File: src/rtl/stop_reaction_regs.svh
// Register indices, reset values and mode codes of the stop reaction selector.
`ifndef STOP_REACTION_REGS_SVH
`define STOP_REACTION_REGS_SVH

// Register indices; the byte address is four times the index.
`define IDX_QUICK_STOP_CODE 16'h605a
`define IDX_SHUTDOWN_CODE   16'h605b
`define IDX_DISABLE_CODE    16'h605c
`define IDX_HALT_CODE       16'h605d
`define IDX_FAULT_CODE      16'h605e
`define IDX_VL_SLOW_SPEED   16'h7000
`define IDX_VL_SLOW_TIME    16'h7001
`define IDX_VL_QUICK_SPEED  16'h7002
`define IDX_VL_QUICK_TIME   16'h7003
`define IDX_STATUS          16'h7004

// Reset values.
`define RST_QUICK_STOP_CODE 16'h0001
`define RST_SHUTDOWN_CODE   16'h0001
`define RST_DISABLE_CODE    16'h0001
`define RST_HALT_CODE       16'h0001
`define RST_FAULT_CODE      16'h0002
`define RST_VL_SLOW_SPEED   32'h000001f4
`define RST_VL_SLOW_TIME    16'h0001
`define RST_VL_QUICK_SPEED  32'h00001388
`define RST_VL_QUICK_TIME   16'h0001

// Option code values and the velocity mode code.
`define CODE_IMMEDIATE      16'h0000
`define CODE_SLOW_RAMP      16'h0001
`define CODE_QUICK_RAMP     16'h0002
`define MODE_VELOCITY       8'h02

// Status register fields.
`define ST_REJECT_BIT       0
`define ST_KIND_LSB         4
`define ST_TO_DISABLED_BIT  8

`endif

File: src/rtl/stop_reaction_pkg.sv
// Types shared by the stop reaction selector and its bench.
package stop_reaction_pkg;

  typedef enum logic [1:0] {
    STOP_NONE,
    STOP_IMMEDIATE,
    STOP_SLOW_RAMP,
    STOP_QUICK_RAMP
  } stop_kind_t;

  typedef struct packed {
    logic       go;
    stop_kind_t kind;
    logic       to_disabled;
    logic [31:0] decel_speed;
    logic [15:0] decel_time;
  } reaction_t;

  typedef struct packed {
    logic       quick_stop;
    logic       shutdown;
    logic       disable_op;
    logic       fault;
  } psm_events_t;

endpackage

File: src/rtl/stop_reaction_selector.sv
// Stop reaction selector: option code registers and stop decision logic.
`timescale 1ns/100ps
`include "stop_reaction_regs.svh"

module stop_reaction_selector (
  input  wire logic                             hclk,
  input  wire logic                             hresetn,
  input  wire logic                             hsel,
  input  wire logic [31:0]                      haddr,
  input  wire logic [1:0]                       htrans,
  input  wire logic                             hwrite,
  input  wire logic [2:0]                       hsize,
  input  wire logic [31:0]                      hwdata,
  input  wire logic                             hready,
  output logic [31:0]                           hrdata,
  output logic                                  hreadyout,
  output logic                                  hresp,
  input  wire stop_reaction_pkg::psm_events_t   events,
  input  wire logic                             halt_bit,
  input  wire logic [7:0]                       active_mode,
  input  wire logic [31:0]                      mode_slow_speed,
  input  wire logic [15:0]                      mode_slow_time,
  input  wire logic [31:0]                      mode_quick_speed,
  input  wire logic [15:0]                      mode_quick_time,
  output stop_reaction_pkg::reaction_t          reaction
);
  import stop_reaction_pkg::*;

  typedef struct packed {
    logic        wr_pend;
    logic [15:0] wr_idx;
    logic [31:0] rdata;
    logic [15:0] qs_code;
    logic [15:0] sd_code;
    logic [15:0] dis_code;
    logic [15:0] halt_code;
    logic [15:0] fault_code;
    logic [31:0] vl_slow_speed;
    logic [15:0] vl_slow_time;
    logic [31:0] vl_quick_speed;
    logic [15:0] vl_quick_time;
    logic        reject;
    logic        halt_prev;
    reaction_t   react;
  } state_t;

  state_t s_q;
  state_t s_d;

  function automatic logic [31:0] read_reg(input state_t s,
                                           input logic [15:0] idx);
    logic [31:0] v;
    v = 32'h00000000;
    case (idx)
      `IDX_QUICK_STOP_CODE: v = {16'h0000, s.qs_code};
      `IDX_SHUTDOWN_CODE:   v = {16'h0000, s.sd_code};
      `IDX_DISABLE_CODE:    v = {16'h0000, s.dis_code};
      `IDX_HALT_CODE:       v = {16'h0000, s.halt_code};
      `IDX_FAULT_CODE:      v = {16'h0000, s.fault_code};
      `IDX_VL_SLOW_SPEED:   v = s.vl_slow_speed;
      `IDX_VL_SLOW_TIME:    v = {16'h0000, s.vl_slow_time};
      `IDX_VL_QUICK_SPEED:  v = s.vl_quick_speed;
      `IDX_VL_QUICK_TIME:   v = {16'h0000, s.vl_quick_time};
      `IDX_STATUS: begin
        v[`ST_REJECT_BIT] = s.reject;
        v[`ST_KIND_LSB +: 2] = s.react.kind;
        v[`ST_TO_DISABLED_BIT] = s.react.to_disabled;
      end
      default: v = 32'h00000000;
    endcase
    return v;
  endfunction

  logic        addr_ok;
  logic        take;
  logic        code_ok;
  logic        vl_mode;
  logic        halt_rise;
  logic        halt_fall;
  logic [15:0] wcode;
  logic [15:0] sel_code;
  stop_kind_t  kind;
  logic        to_dis;
  logic        fire;

  always_comb begin
    s_d = s_q;
    wcode = hwdata[15:0];
    code_ok = 1'b1;
    // Unmapped or unaligned addresses read as zero and store no write data; a write to an unmapped aligned index still clears the reject bit.
    addr_ok = (haddr[31:18] == 14'h0000) && (haddr[1:0] == 2'b00);
    take = hsel && hready && htrans[1];
    vl_mode = (active_mode == `MODE_VELOCITY);
    halt_rise = halt_bit && !s_q.halt_prev;
    halt_fall = !halt_bit && s_q.halt_prev;
    sel_code = `CODE_IMMEDIATE;
    kind = STOP_NONE;
    to_dis = 1'b0;
    fire = 1'b0;

    // Data phase of a write: the code is checked before it is stored.
    if (s_q.wr_pend) begin
      case (s_q.wr_idx)
        `IDX_QUICK_STOP_CODE: begin
          code_ok = (wcode <= `CODE_QUICK_RAMP);
          if (code_ok) s_d.qs_code = wcode;
        end
        `IDX_SHUTDOWN_CODE: begin
          code_ok = (wcode <= `CODE_SLOW_RAMP);
          if (code_ok) s_d.sd_code = wcode;
        end
        `IDX_DISABLE_CODE: begin
          code_ok = (wcode <= `CODE_SLOW_RAMP);
          if (code_ok) s_d.dis_code = wcode;
        end
        `IDX_HALT_CODE: begin
          code_ok = (wcode == `CODE_SLOW_RAMP) ||
                    (wcode == `CODE_QUICK_RAMP);
          if (code_ok) s_d.halt_code = wcode;
        end
        `IDX_FAULT_CODE: begin
          code_ok = (wcode <= `CODE_QUICK_RAMP);
          if (code_ok) s_d.fault_code = wcode;
        end
        `IDX_VL_SLOW_SPEED:  s_d.vl_slow_speed = hwdata;
        `IDX_VL_SLOW_TIME:   s_d.vl_slow_time = hwdata[15:0];
        `IDX_VL_QUICK_SPEED: s_d.vl_quick_speed = hwdata;
        `IDX_VL_QUICK_TIME:  s_d.vl_quick_time = hwdata[15:0];
        default: code_ok = 1'b1;
      endcase
      s_d.reject = !code_ok;
    end

    s_d.wr_pend = take && hwrite && addr_ok;
    s_d.wr_idx = haddr[17:2];
    // Reads see a write in its data phase, so back-to-back access is safe.
    if (take && !hwrite && addr_ok) begin
      s_d.rdata = read_reg(s_d, haddr[17:2]);
    end else begin
      s_d.rdata = 32'h00000000;
    end

    // Fault outranks quick stop, which outranks the two transitions and halt.
    if (events.fault) begin
      sel_code = s_q.fault_code;
      fire = 1'b1;
    end else if (events.quick_stop) begin
      sel_code = s_q.qs_code;
      to_dis = (s_q.qs_code != `CODE_IMMEDIATE);
      fire = 1'b1;
    end else if (events.shutdown) begin
      sel_code = s_q.sd_code;
      to_dis = (s_q.sd_code == `CODE_SLOW_RAMP);
      fire = 1'b1;
    end else if (events.disable_op) begin
      sel_code = s_q.dis_code;
      to_dis = (s_q.dis_code == `CODE_SLOW_RAMP);
      fire = 1'b1;
    end else if (halt_rise) begin
      sel_code = s_q.halt_code;
      fire = 1'b1;
    end

    case (sel_code)
      `CODE_IMMEDIATE:  kind = STOP_IMMEDIATE;
      `CODE_SLOW_RAMP:  kind = STOP_SLOW_RAMP;
      `CODE_QUICK_RAMP: kind = STOP_QUICK_RAMP;
      default:          kind = STOP_NONE;
    endcase

    s_d.halt_prev = halt_bit;
    s_d.react.go = fire || halt_fall;
    if (fire) begin
      s_d.react.kind = kind;
      s_d.react.to_disabled = to_dis;
      case (kind)
        STOP_SLOW_RAMP: begin
          s_d.react.decel_speed = vl_mode ? s_q.vl_slow_speed
                                          : mode_slow_speed;
          s_d.react.decel_time = vl_mode ? s_q.vl_slow_time
                                         : mode_slow_time;
        end
        STOP_QUICK_RAMP: begin
          s_d.react.decel_speed = vl_mode ? s_q.vl_quick_speed
                                          : mode_quick_speed;
          s_d.react.decel_time = vl_mode ? s_q.vl_quick_time
                                         : mode_quick_time;
        end
        default: begin
          s_d.react.decel_speed = 32'h00000000;
          s_d.react.decel_time = 16'h0000;
        end
      endcase
    end else if (halt_fall) begin
      // Releasing halt withdraws the halt reaction and lets motion resume.
      s_d.react.kind = STOP_NONE;
      s_d.react.to_disabled = 1'b0;
      s_d.react.decel_speed = 32'h00000000;
      s_d.react.decel_time = 16'h0000;
    end
  end

  always_ff @(posedge hclk or negedge hresetn) begin
    if (!hresetn) begin
      s_q <= '0;
      s_q.qs_code <= `RST_QUICK_STOP_CODE;
      s_q.sd_code <= `RST_SHUTDOWN_CODE;
      s_q.dis_code <= `RST_DISABLE_CODE;
      s_q.halt_code <= `RST_HALT_CODE;
      s_q.fault_code <= `RST_FAULT_CODE;
      s_q.vl_slow_speed <= `RST_VL_SLOW_SPEED;
      s_q.vl_slow_time <= `RST_VL_SLOW_TIME;
      s_q.vl_quick_speed <= `RST_VL_QUICK_SPEED;
      s_q.vl_quick_time <= `RST_VL_QUICK_TIME;
      s_q.react.kind <= STOP_NONE;
    end else begin
      s_q <= s_d;
    end
  end

  assign hrdata = s_q.rdata;
  assign hreadyout = 1'b1;
  assign hresp = 1'b0;
  assign reaction = s_q.react;

endmodule

File: config.mk
export PLATFORM = sky130hd
export DESIGN_NAME = stop_reaction_selector
export DESIGN_NICKNAME = d
export VERILOG_FILES = /design/src/rtl/stop_reaction_pkg.sv /design/src/rtl/stop_reaction_selector.sv
export VERILOG_INCLUDE_DIRS = /design/src /design/src/rtl
export SDC_FILE = /design/constraint.sdc
export NUM_CORES = 1
export LEC_CHECK = 0
export BUFFER_PORTS_ARGS = -buffer_cell sky130_fd_sc_hd__buf_2
export CAP_MARGIN = 20
export CORE_ASPECT_RATIO = 1.5
export CORE_MARGIN = 5
export CORE_UTILIZATION = 56
export CTS_CLUSTER_DIAMETER = 50
export DETAILED_ROUTE_END_ITERATION = 8
export HOLD_SLACK_MARGIN = 0.02
export MAX_ROUTING_LAYER = met4
export PLACE_DENSITY = 0.86
export SYNTH_ARGS = -nofsm -noshare
export SYNTH_HDL_FRONTEND = slang
export SYNTH_SLANG_ARGS = --single-unit
File: constraint.sdc
create_clock -name hclk -period 2.8 [get_ports hclk]
set_input_delay 0.56 -clock hclk [delete_from_list [all_inputs] [get_ports hclk]]
set_output_delay 0.56 -clock hclk [all_outputs]
set_load 0.05 [all_outputs]
==> flow_metrics.py, run 1 <==
metrics = {
    "outcome": {
        "status": "completed",
    },
    "placement": {
        "globalplace.congestion": 0.976,
        "port_buffers": 262,
        "hpwl_mm": 32.1,
    },
    "synth": {
        "syn_inst": 1188,
        "synth_top_area_cell": "dfrtp_1",
        "ys_seq_elements": 279,
        "synth_async_sr_flop_share": 1.00,
        "syn_avg_cell_area_um2": 11.6,
        "syn-num-nets": 1371,
        "synth_enable_flop_cells": 0,
        "ys_types": 69,
        "synth_most_common_cell": "dfrtp_1",
        "yosys-top-cells-area": "dfrtp_1, mux2i_1, mux2_2",
        "synth_warnings": 0,
        "synth_common_cells": "dfrtp_1, mux2i_1, buf_4",
        "syn_area_mm2": 0.0137,
        "synth_seq_area_share": 0.510,
        "synth_top_cell_area_share": 0.476,
        "synth_ff_type": "dfrtp_1",
    },
    "clocking": {
        "htree_levels": 1,
        "cts_tree": "yes",
        "cts_made_buffers": 26,
        "cts_buffer_depth": 3,
        "cts.sinks": 279,
        "cts_setup_buffers": 0,
        "worstSkewPairLatency_ns": 0.54,
        "clk_pin_slew_worst_paths_ns": 0.06,
        "cts-root-buf": "clkbuf_16",
    },
    "hold_path": {
        "whs_endpoint": "s_q[276]$_DFF_PN0_",
        "whs_path_depth": 1,
        "hold_start": "haddr[16]",
        "hp-class": "input port to register",
    },
    "pwr": {
        "p_per_area_mw_per_mm2": 539,
        "p_leak_nw": 8.35,
        "vdd_drop_max_uv": 422,
    },
    "detailed_routing": {
        "routed_wl_mm": 43.3,
        "viasPerCell": 6.40,
        "wl_per_cell_um": 24.8,
        "num_vias": 11200,
        "firstDrtPassIters": 7,
        "drc": 0,
        "drtIter0Drc": 960,
        "antenna_left": 0,
    },
    "timing": {
        "fin_hold_ws_ns": 0.141,
        "finalHoldViolations": 0,
        "max_clock_freq_mhz": 372,
        "worst_slew_pin_slew_ns": 0.706,
        "setup_violations": 0,
        "layout_worst_path_cycle_share": 0.961,
        "slew_headroom": 0.530,
        "period_needed_ns": 2.69,
        "skew_ns": 0.0190,
        "slew_violations": 0,
    },
    "floorplanning": {
        "die_area_mm2": 0.0278,
        "die_w_um": 138,
        "io_pins": 269,
        "num_rows": 70,
        "start_util": 0.566,
        "die_y_um": 202,
        "core_mm2": 0.0243,
    },
    "flow_run": {
        "maxCapViolCount": 0,
    },
    "global_routing": {
        "grt_pass1_vias": 11400,
        "grt_max_degree": 76,
        "grt_pass1_wl_mm": 64.7,
        "grt_usage": 0.310,
        "overflow": 0,
        "antenna_found_initial": 4,
    },
    "final_layout": {
        "postLayoutCoreUtil": 0.669,
        "syn2layout_area_growth_pct": 18.3,
        "finish.net_count": 1581,
        "drive_gt1_frac": 0.373,
    },
    "setup_path": {
        "ff2ff_path_depth": 7,
        "start_kind": "register",
        "cp.arrival_ns": 3.07,
        "cp-end-kind": "register",
        "cp_max_fo": 12,
        "ff2ff_setup_slack_ns": 0.11,
        "r2r_start": "s_q[264]$_DFF_PN0_",
        "crit_required_ns": 3.18,
        "path_class": "register to register",
        "worst_r2r_endpoint": "hrdata[15]$_DFF_PN0_",
    },
}
-- state kept, by name, summed over array words and instances (netlist names) --
signal,cells
reaction,52
s_q,195
hrdata,32
-- per-stage QoR --
stage,setup WS (ns),cell area [um^2],std cells,setup TNS (ns),power [mW]
after floorplan,0.355,13700,1188,0,4.74
after global placement,-0.0652,15200,1692,-0.0652,5.06
after detailed placement,-0.0534,15200,1692,-0.0534,5.08
after CTS,0.0458,16200,1741,0,8.76
after global routing,-0.0198,16200,1746,-0.0198,9.00
final,0.110,16200,1746,0,8.75
-- per-layer routing --
layer,GRT usage,part of all wire,vias to the layer above,routed length (um)
li1,-,-,4790,-
met1,0.341,0.34,5518,14800
met2,0.511,0.50,688,21500
met3,0.0580,0.088,181,3830
met4,0.194,0.072,0,3140
met5,-,0,-,0
-- worst max path at each step --
stage	cells after the start	endpoint	slack, ns	startpoint
floorplan	7	hrdata[0]$_DFF_PN0_	0.36	hwdata[15]
global placement	8	hrdata[3]$_DFF_PN0_	-0.07	hwdata[11]
detailed placement	7	hrdata[3]$_DFF_PN0_	-0.05	hwdata[15]
CTS	7	hrdata[3]$_DFF_PN0_	0.05	s_q[264]$_DFF_PN0_
global route	7	hrdata[7]$_DFF_PN0_	-0.02	s_q[268]$_DFF_PN0_
finish	7	hrdata[15]$_DFF_PN0_	0.11	s_q[264]$_DFF_PN0_
-- power by group --
part           internal, mW  total [mW]  switching, mW
registers              4.10        4.15         0.0482
clock network          2.21        3.72           1.51
logic                 0.298       0.883          0.585
-- final cells by class --
type / instances / area, um^2
sequential: 279 / 7000
inverter: 10 / 38.8
fill: 1732 / 8030
multi-input combinational: 734 / 5700
antenna: 4 / 10.0
clock buffer: 40 / 825
clock inverter: 8 / 98.8
timing repair buffer: 347 / 2150
tap: 324 / 405
-- worst max-delay path: stages (launching register included) --
cell and delay, ns:
dfrtp_1 0.39, buf_4 0.23, nor4b_1 0.26, and4_1 0.40, a311oi_2 0.22, a2111oi_0 0.69, buf_4 0.25, a31oi_1 0.09
-- layout by cell type (no fill, tap or decap), types with 16 or more instances in the layout --
cell type and count:
dfrtp_1 261, buf_2 261, mux2i_1 95, mux2_2 77, buf_4 69, a22o_1 53
o22ai_1 47, and2_1 44, a22oi_1 39, nor2_1 37, nand2_1 37, o21ai_0 34
nor2b_1 32, a21oi_1 32, nand3_1 28, clkbuf_16 27, dfstp_2 18, nor4_1 17
a222oi_1 16
-- what timing repair did --
action                     CTS  global route
hold endpoints to repair    49             0
gates resized for setup      2             5
hold buffers                 1             0
pin swaps                    0             3
setup endpoints to repair    1             3
-- cells by family after synthesis --
logic type,synth area share
AO/OA/AOI/OAI,0.146
XOR/XNOR,0.000638
buffers and inverters,0.0778
flip-flops,0.510
multiplexers,0.135
other,0.000547
AND/OR/NAND/NOR,0.130
(Power assumes the default switching activity.)
==> run 2, diff against run 1 <==
REMOVE_ABC_BUFFERS = 1   (was not set)
SKIP_LAST_GASP = 1   (was not set)
==> run 2 against run 1 <==
Net effect: clock skew decreased by 0.0014 ns; total power rose by 4.5%; non-clock buffer count is 10 higher; hold slack lost 0.0028 ns; sequential cell count did not move; register-to-register slack got worse by 0.03 ns; sequential share of layout area down 0.18 points; critical path depth is 1 higher; global-route usage decreased by 0.19 points; utilization rose by 0.28 points; maximum frequency fell by 0.98%; largest power group unchanged; highest routed layer unchanged.
==> flow_metrics.py, run 2 (synthesis results as in run 1) <==
metrics = {
    "outcome": {
        "status": "completed",
    },
    "timing": {
        "fin_hold_ws_ns": 0.138,
        "finalHoldViolations": 0,
        "layout_worst_path_cycle_share": 0.970,
        "period_needed_ns": 2.72,
        "grt_setup_unrepaired": "false",
        "slew_headroom": 0.510,
        "worst_slew_pin_slew_ns": 0.728,
        "slew_violations": 0,
        "setup_tns_ns": 0,
        "skew_ns": 0.0176,
        "setup_violations": 0,
        "max_clock_freq_mhz": 368,
    },
    "placement": {
        "globalplace.congestion": 0.977,
        "place_inst": 1703,
        "port_buffers": 262,
        "placed_cell_area_mm2": 0.0153,
        "hpwl_mm": 30.5,
    },
    "pwr": {
        "p_sw_frac": 0.237,
        "p_int_mw": 6.97,
        "p_per_area_mw_per_mm2": 561,
        "p_leak_nw": 8.42,
        "power_switching_mw": 2.17,
        "vdd_drop_max_uv": 477,
        "pwr-share-seq": 0.453,
        "combPwrFrac": 0.095,
        "p_clk_frac": 0.451,
    },
    "final_layout": {
        "final_cell_mix": "dfrtp_1, buf_2, mux2i_1, buf_4, mux2_2",
        "syn2layout_area_growth_pct": 18.8,
        "drive_gt1_frac": 0.375,
        "largest_reg_flops": 195,
        "finalInstanceArea_mm2": 0.0163,
        "nFillCells": 1786,
        "regMostFlops": "s_q",
        "finish.net_count": 1591,
        "postLayoutCoreUtil": 0.672,
        "fin_cells": 1755,
    },
    "floorplanning": {
        "num_rows": 70,
        "die_area_mm2": 0.0278,
        "die_w_um": 138,
        "start_util": 0.566,
        "die_y_um": 202,
        "io_pins": 269,
        "core_mm2": 0.0243,
    },
    "setup_path": {
        "cp.arrival_ns": 3.12,
        "path_class": "register to register",
        "cp_max_fo": 27,
        "r2r_start": "s_q[265]$_DFF_PN0_",
        "crit_required_ns": 3.20,
        "start_kind": "register",
        "ff2ff_setup_slack_ns": 0.08,
        "cp-end-kind": "register",
        "startpoint": "s_q[265]$_DFF_PN0_",
    },
    "clocking": {
        "cts_setup_buffers": 0,
        "cts_buffer_depth": 3,
        "cts_made_buffers": 26,
        "htree_levels": 1,
        "clk_pin_slew_worst_paths_ns": 0.07,
        "cts_tree": "yes",
        "worstSkewPairLatency_ns": 0.55,
        "ctsHoldBuffers": 1,
        "cts.sinks": 279,
        "cts_resized": 0,
        "cts-root-buf": "clkbuf_16",
    },
    "detailed_routing": {
        "routed_wl_mm": 42.2,
        "viasPerCell": 6.33,
        "drtIter0Drc": 1174,
        "wl_met2_mm": 21.7,
        "firstDrtPassIters": 6,
        "highest_layer": "met4",
        "antenna_left": 0,
        "wl_per_cell_um": 24.0,
        "wl_met1_mm": 15.1,
        "num_vias": 11100,
        "dr_wl_met3_mm": 3.03,
        "drc": 0,
    },
    "global_routing": {
        "grt_pass1_wl_mm": 64.9,
        "grt_usage": 0.308,
        "overflow": 0,
        "grt_max_degree": 74,
        "grt_pass1_vias": 11500,
        "antenna_found_initial": 3,
    },
    "hold_path": {
        "hp-class": "input port to register",
        "hold_start": "haddr[16]",
    },
    "flow_run": {
        "maxCapViolCount": 0,
    },
}
[run 2: changes by cell type in the layout (fill, tap and decap cells not counted), moves of 2 or more]
cell | before | now
clkinv_2 | 4 | 6
clkbuf_8 | 10 | 3
buf_12 | 13 | 10
bufinv_16 | 2 | 8
buf_4 | 69 | 84
[run 2: routing by layer]
metal / vias to the layer above / global-route usage
li1: 4797 / -
met1: 5566 / 0.356
met2: 584 / 0.523
met3: 165 / 0.0390
met4: 0 / 0.150
met5: - / -
[run 2: final cells by class]
class / instances / area (um^2) / share of cell area
Clock buffer: 33 / 728 / 0.0447
Tap cell: 324 / 405 / 0.0249
Timing Repair Buffer: 357 / 2160 / 0.133
Multi-Input combinational cell: 734 / 5670 / 0.348
Clock inverter: 15 / 282 / 0.0173
Antenna cell: 3 / 7.51 / 0.000461
Sequential cell: 279 / 7000 / 0.430
Inverter: 10 / 38.8 / 0.00238
[run 2: through the flow]
step | total power, mW | setup WS, ns
5_1_grt | 9.40 | 0.00139
4_1_cts | 9.17 | 0.0698
3_3_place_gp | 5.06 | -0.0502
3_5_place_dp | 5.08 | -0.0662
6_report | 9.14 | 0.0833
2_1_floorplan | 4.63 | -1.86
[run 2: power groups by stage]
stage / logic, mW / clock network, mW / registers, mW
global route: 0.932 / 4.32 / 4.15
global placement: 0.846 / 0 / 4.21
detailed placement: 0.865 / 0 / 4.22
finish: 0.872 / 4.13 / 4.14
CTS: 0.871 / 4.16 / 4.14
floorplan: 0.227 / 0 / 4.40
[run 2: path summary, 6_finish.rpt]
path,endpoint,depth (start not counted)
hold / removal,s_q[276]$_DFF_PN0_,1
setup reg to reg,hrdata[10]$_DFF_PN0_,8
max in group asynchronous,s_q[182]$_DFF_PN1_,3
hold reg to reg,reaction[42]$_DFFE_PN0P_,1
setup / recovery,hrdata[10]$_DFF_PN0_,8
min in group asynchronous,s_q[277]$_DFF_PN0_,2
[run 2: critical path, stage by stage (launching register included)]
cell	delay, ns
dfrtp_1	0.39
nor4_2	0.44
nand4_4	0.15
buf_12	0.20
nor2_2	0.18
buf_4	0.21
mux2_2	0.37
a221oi_1	0.45
a41oi_1	0.19
==> run 3, diff against run 2 <==
CORE_ASPECT_RATIO = 2   (was 1.5)
CORE_MARGIN = not set   (was 5)
CORE_UTILIZATION = 58   (was 56)
CTS_BUF_LIST = sky130_fd_sc_hd__clkbuf_4   (was not set)
PLACE_DENSITY = 0.88   (was 0.86)
==> run 3 against run 2 <==
Net effect: register-to-register slack hardly changed; clock skew rose by 0.041 ns; global-route usage up 5.7 points; routed wire length grew 2.2%; clock power down 19%; largest power group unchanged; total power is 8.5% lower; via count up 3.5%; first-iteration DRC count fell by 11%; die area is 13% lower; non-clock buffer count grew 21; sequential cell count unchanged.
==> flow_metrics.py, run 3 (synthesis results as in run 1) <==
metrics = {
    "hold_path": {
        "hold_start": "hwdata[26]",
        "hp-class": "input port to register",
        "whs_path_depth": 2,
    },
    "floorplanning": {
        "die_area_mm2": 0.0243,
        "core_mm2": 0.0232,
        "die_y_um": 220,
        "num_rows": 79,
        "start_util": 0.591,
        "die_w_um": 111,
        "io_pins": 269,
    },
    "timing": {
        "worst_slew_pin_slew_ns": 0.740,
        "slew_violations": 0,
        "layout_worst_path_cycle_share": 0.975,
        "grt_setup_unrepaired": "false",
        "finalHoldViolations": 0,
        "slew_headroom": 0.507,
        "period_needed_ns": 2.73,
        "max_clock_freq_mhz": 366,
        "skew_ns": 0.0586,
        "setup_violations": 0,
        "fin_hold_ws_ns": 0.0416,
    },
    "placement": {
        "globalplace.congestion": 0.981,
        "placed_cell_area_mm2": 0.0153,
        "port_buffers": 262,
        "hpwl_mm": 31.1,
    },
    "final_layout": {
        "finalInstanceArea_mm2": 0.0164,
        "regMostFlops": "s_q",
        "finish.net_count": 1647,
        "drive_gt1_frac": 0.392,
        "final_cell_mix": "dfrtp_1, buf_2, clkbuf_4, mux2i_1, buf_4",
        "regArea_mm2": 0.00700,
        "multiInputGateArea_mm2": 0.00568,
        "nFillCells": 1641,
        "syn2layout_area_growth_pct": 19.2,
        "largest_reg_flops": 195,
    },
    "outcome": {
        "status": "completed",
    },
    "clocking": {
        "cts_buffer_depth": 3,
        "htree_levels": 2,
        "cts-root-buf": "clkbuf_4",
        "cts_setup_buffers": 0,
        "cts_made_buffers": 61,
        "cts_tree": "yes",
        "cts.sinks": 279,
        "clk_pin_slew_worst_paths_ns": 0.08,
        "worstSkewPairLatency_ns": 0.78,
    },
    "setup_path": {
        "path_class": "register to register",
        "startpoint": "s_q[265]$_DFF_PN0_",
        "cp_max_fo": 27,
        "cp.arrival_ns": 3.29,
        "start_kind": "register",
        "r2r_start": "s_q[265]$_DFF_PN0_",
        "crit_required_ns": 3.36,
        "cp-end-kind": "register",
        "ff2ff_path_depth": 8,
    },
    "detailed_routing": {
        "num_vias": 11500,
        "viasPerCell": 6.36,
        "antenna_left": 0,
        "drtIter0Drc": 1047,
        "drc": 0,
        "routed_wl_mm": 43.1,
        "firstDrtPassIters": 6,
        "wl_per_cell_um": 23.8,
    },
    "global_routing": {
        "grt_pass1_wl_mm": 66.0,
        "grt_usage": 0.365,
        "overflow": 0,
        "grt_max_degree": 107,
        "grt_pass1_vias": 12200,
        "antenna_found_initial": 9,
    },
    "flow_run": {
        "maxCapViolCount": 0,
    },
    "pwr": {
        "vdd_drop_max_uv": 433,
        "p_per_area_mw_per_mm2": 512,
        "p_leak_nw": 8.53,
    },
}
## run 3: cell count changes in the layout (fill, tap and decap cells not counted), moves of 3 or more
cell,delta
clkbuf_4,+100
clkbuf_16,-27
dlygate4sd3_1,+19
clkinv_1,+13
bufinv_16,-7
diode_2,+6
clkinv_2,-5
buf_12,+4
clkbuf_1,-3
clkbuf_8,-3
## run 3: area by class of cell
class,count,share of cell area
clock buffers,100,0.0459
diodes,9,0.00138
multi-input cells,734,0.347
inverters,10,0.00237
flip-flops and latches,279,0.428
repair buffers,378,0.148
clock inverters,15,0.00535
well taps,283,0.0216
## run 3: critical path, stage by stage, from the launching register on
cell and delay, ns:
dfrtp_1 0.43, nor4_4 0.41, nand4_4 0.16, buf_12 0.19, nor2_2 0.13, buf_12 0.15
mux2_2 0.35, a222oi_1 0.44, a41oi_1 0.27
## run 3: final timing paths
path / end / slack, ns
max: hrdata[0]$_DFF_PN0_ / 0.07
min: s_q[144]$_DFF_PN0_ / 0.04
max reg2reg: hrdata[0]$_DFF_PN0_ / 0.07
min reg2reg: reaction[39]$_DFFE_PN0P_ / 0.50
max in group asynchronous: s_q[203]$_DFF_PN0_ / 1.58
min in group asynchronous: s_q[106]$_DFF_PN0_ / 0.31
## run 3: through the flow
step / utilization / setup WS (ns) / TNS (ns) / cells / total power, mW
after global placement: 0.658 / -0.142 / -0.491 / 1664 / 5.06
after detailed placement: 0.658 / -0.234 / -0.944 / 1664 / 5.08
after CTS: 0.703 / 0.114 / 0 / 1799 / 8.40
after global routing: 0.704 / 0.00392 / 0 / 1808 / 8.66
final: 0.704 / 0.0697 / 0 / 1808 / 8.37
after floorplan: - / -1.86 / -77.49 / 1023 / 4.63
## run 3: repair_timing
| action | CTS | global route |
|---|---|---|
| gates resized for setup | 0 | 1 |
| hold endpoints to repair | 64 | 0 |
| endpoints found under the setup margin | 0 | 4 |
| hold buffers | 20 | 0 |
## run 3: routing by layer
layer,global-route usage,vias to the layer above,share of wire
met5,-,-,0
met4,0.292,0,0.084
met3,0.0657,241,0.067
met2,0.626,697,0.52
met1,0.365,5591,0.33
li1,-,4977,-
## run 3: report_power, final
part           internal [mW]  switching (mW)
clock network           1.70            1.63
registers               4.09          0.0509
logic                  0.316           0.579
total                   6.11            2.26
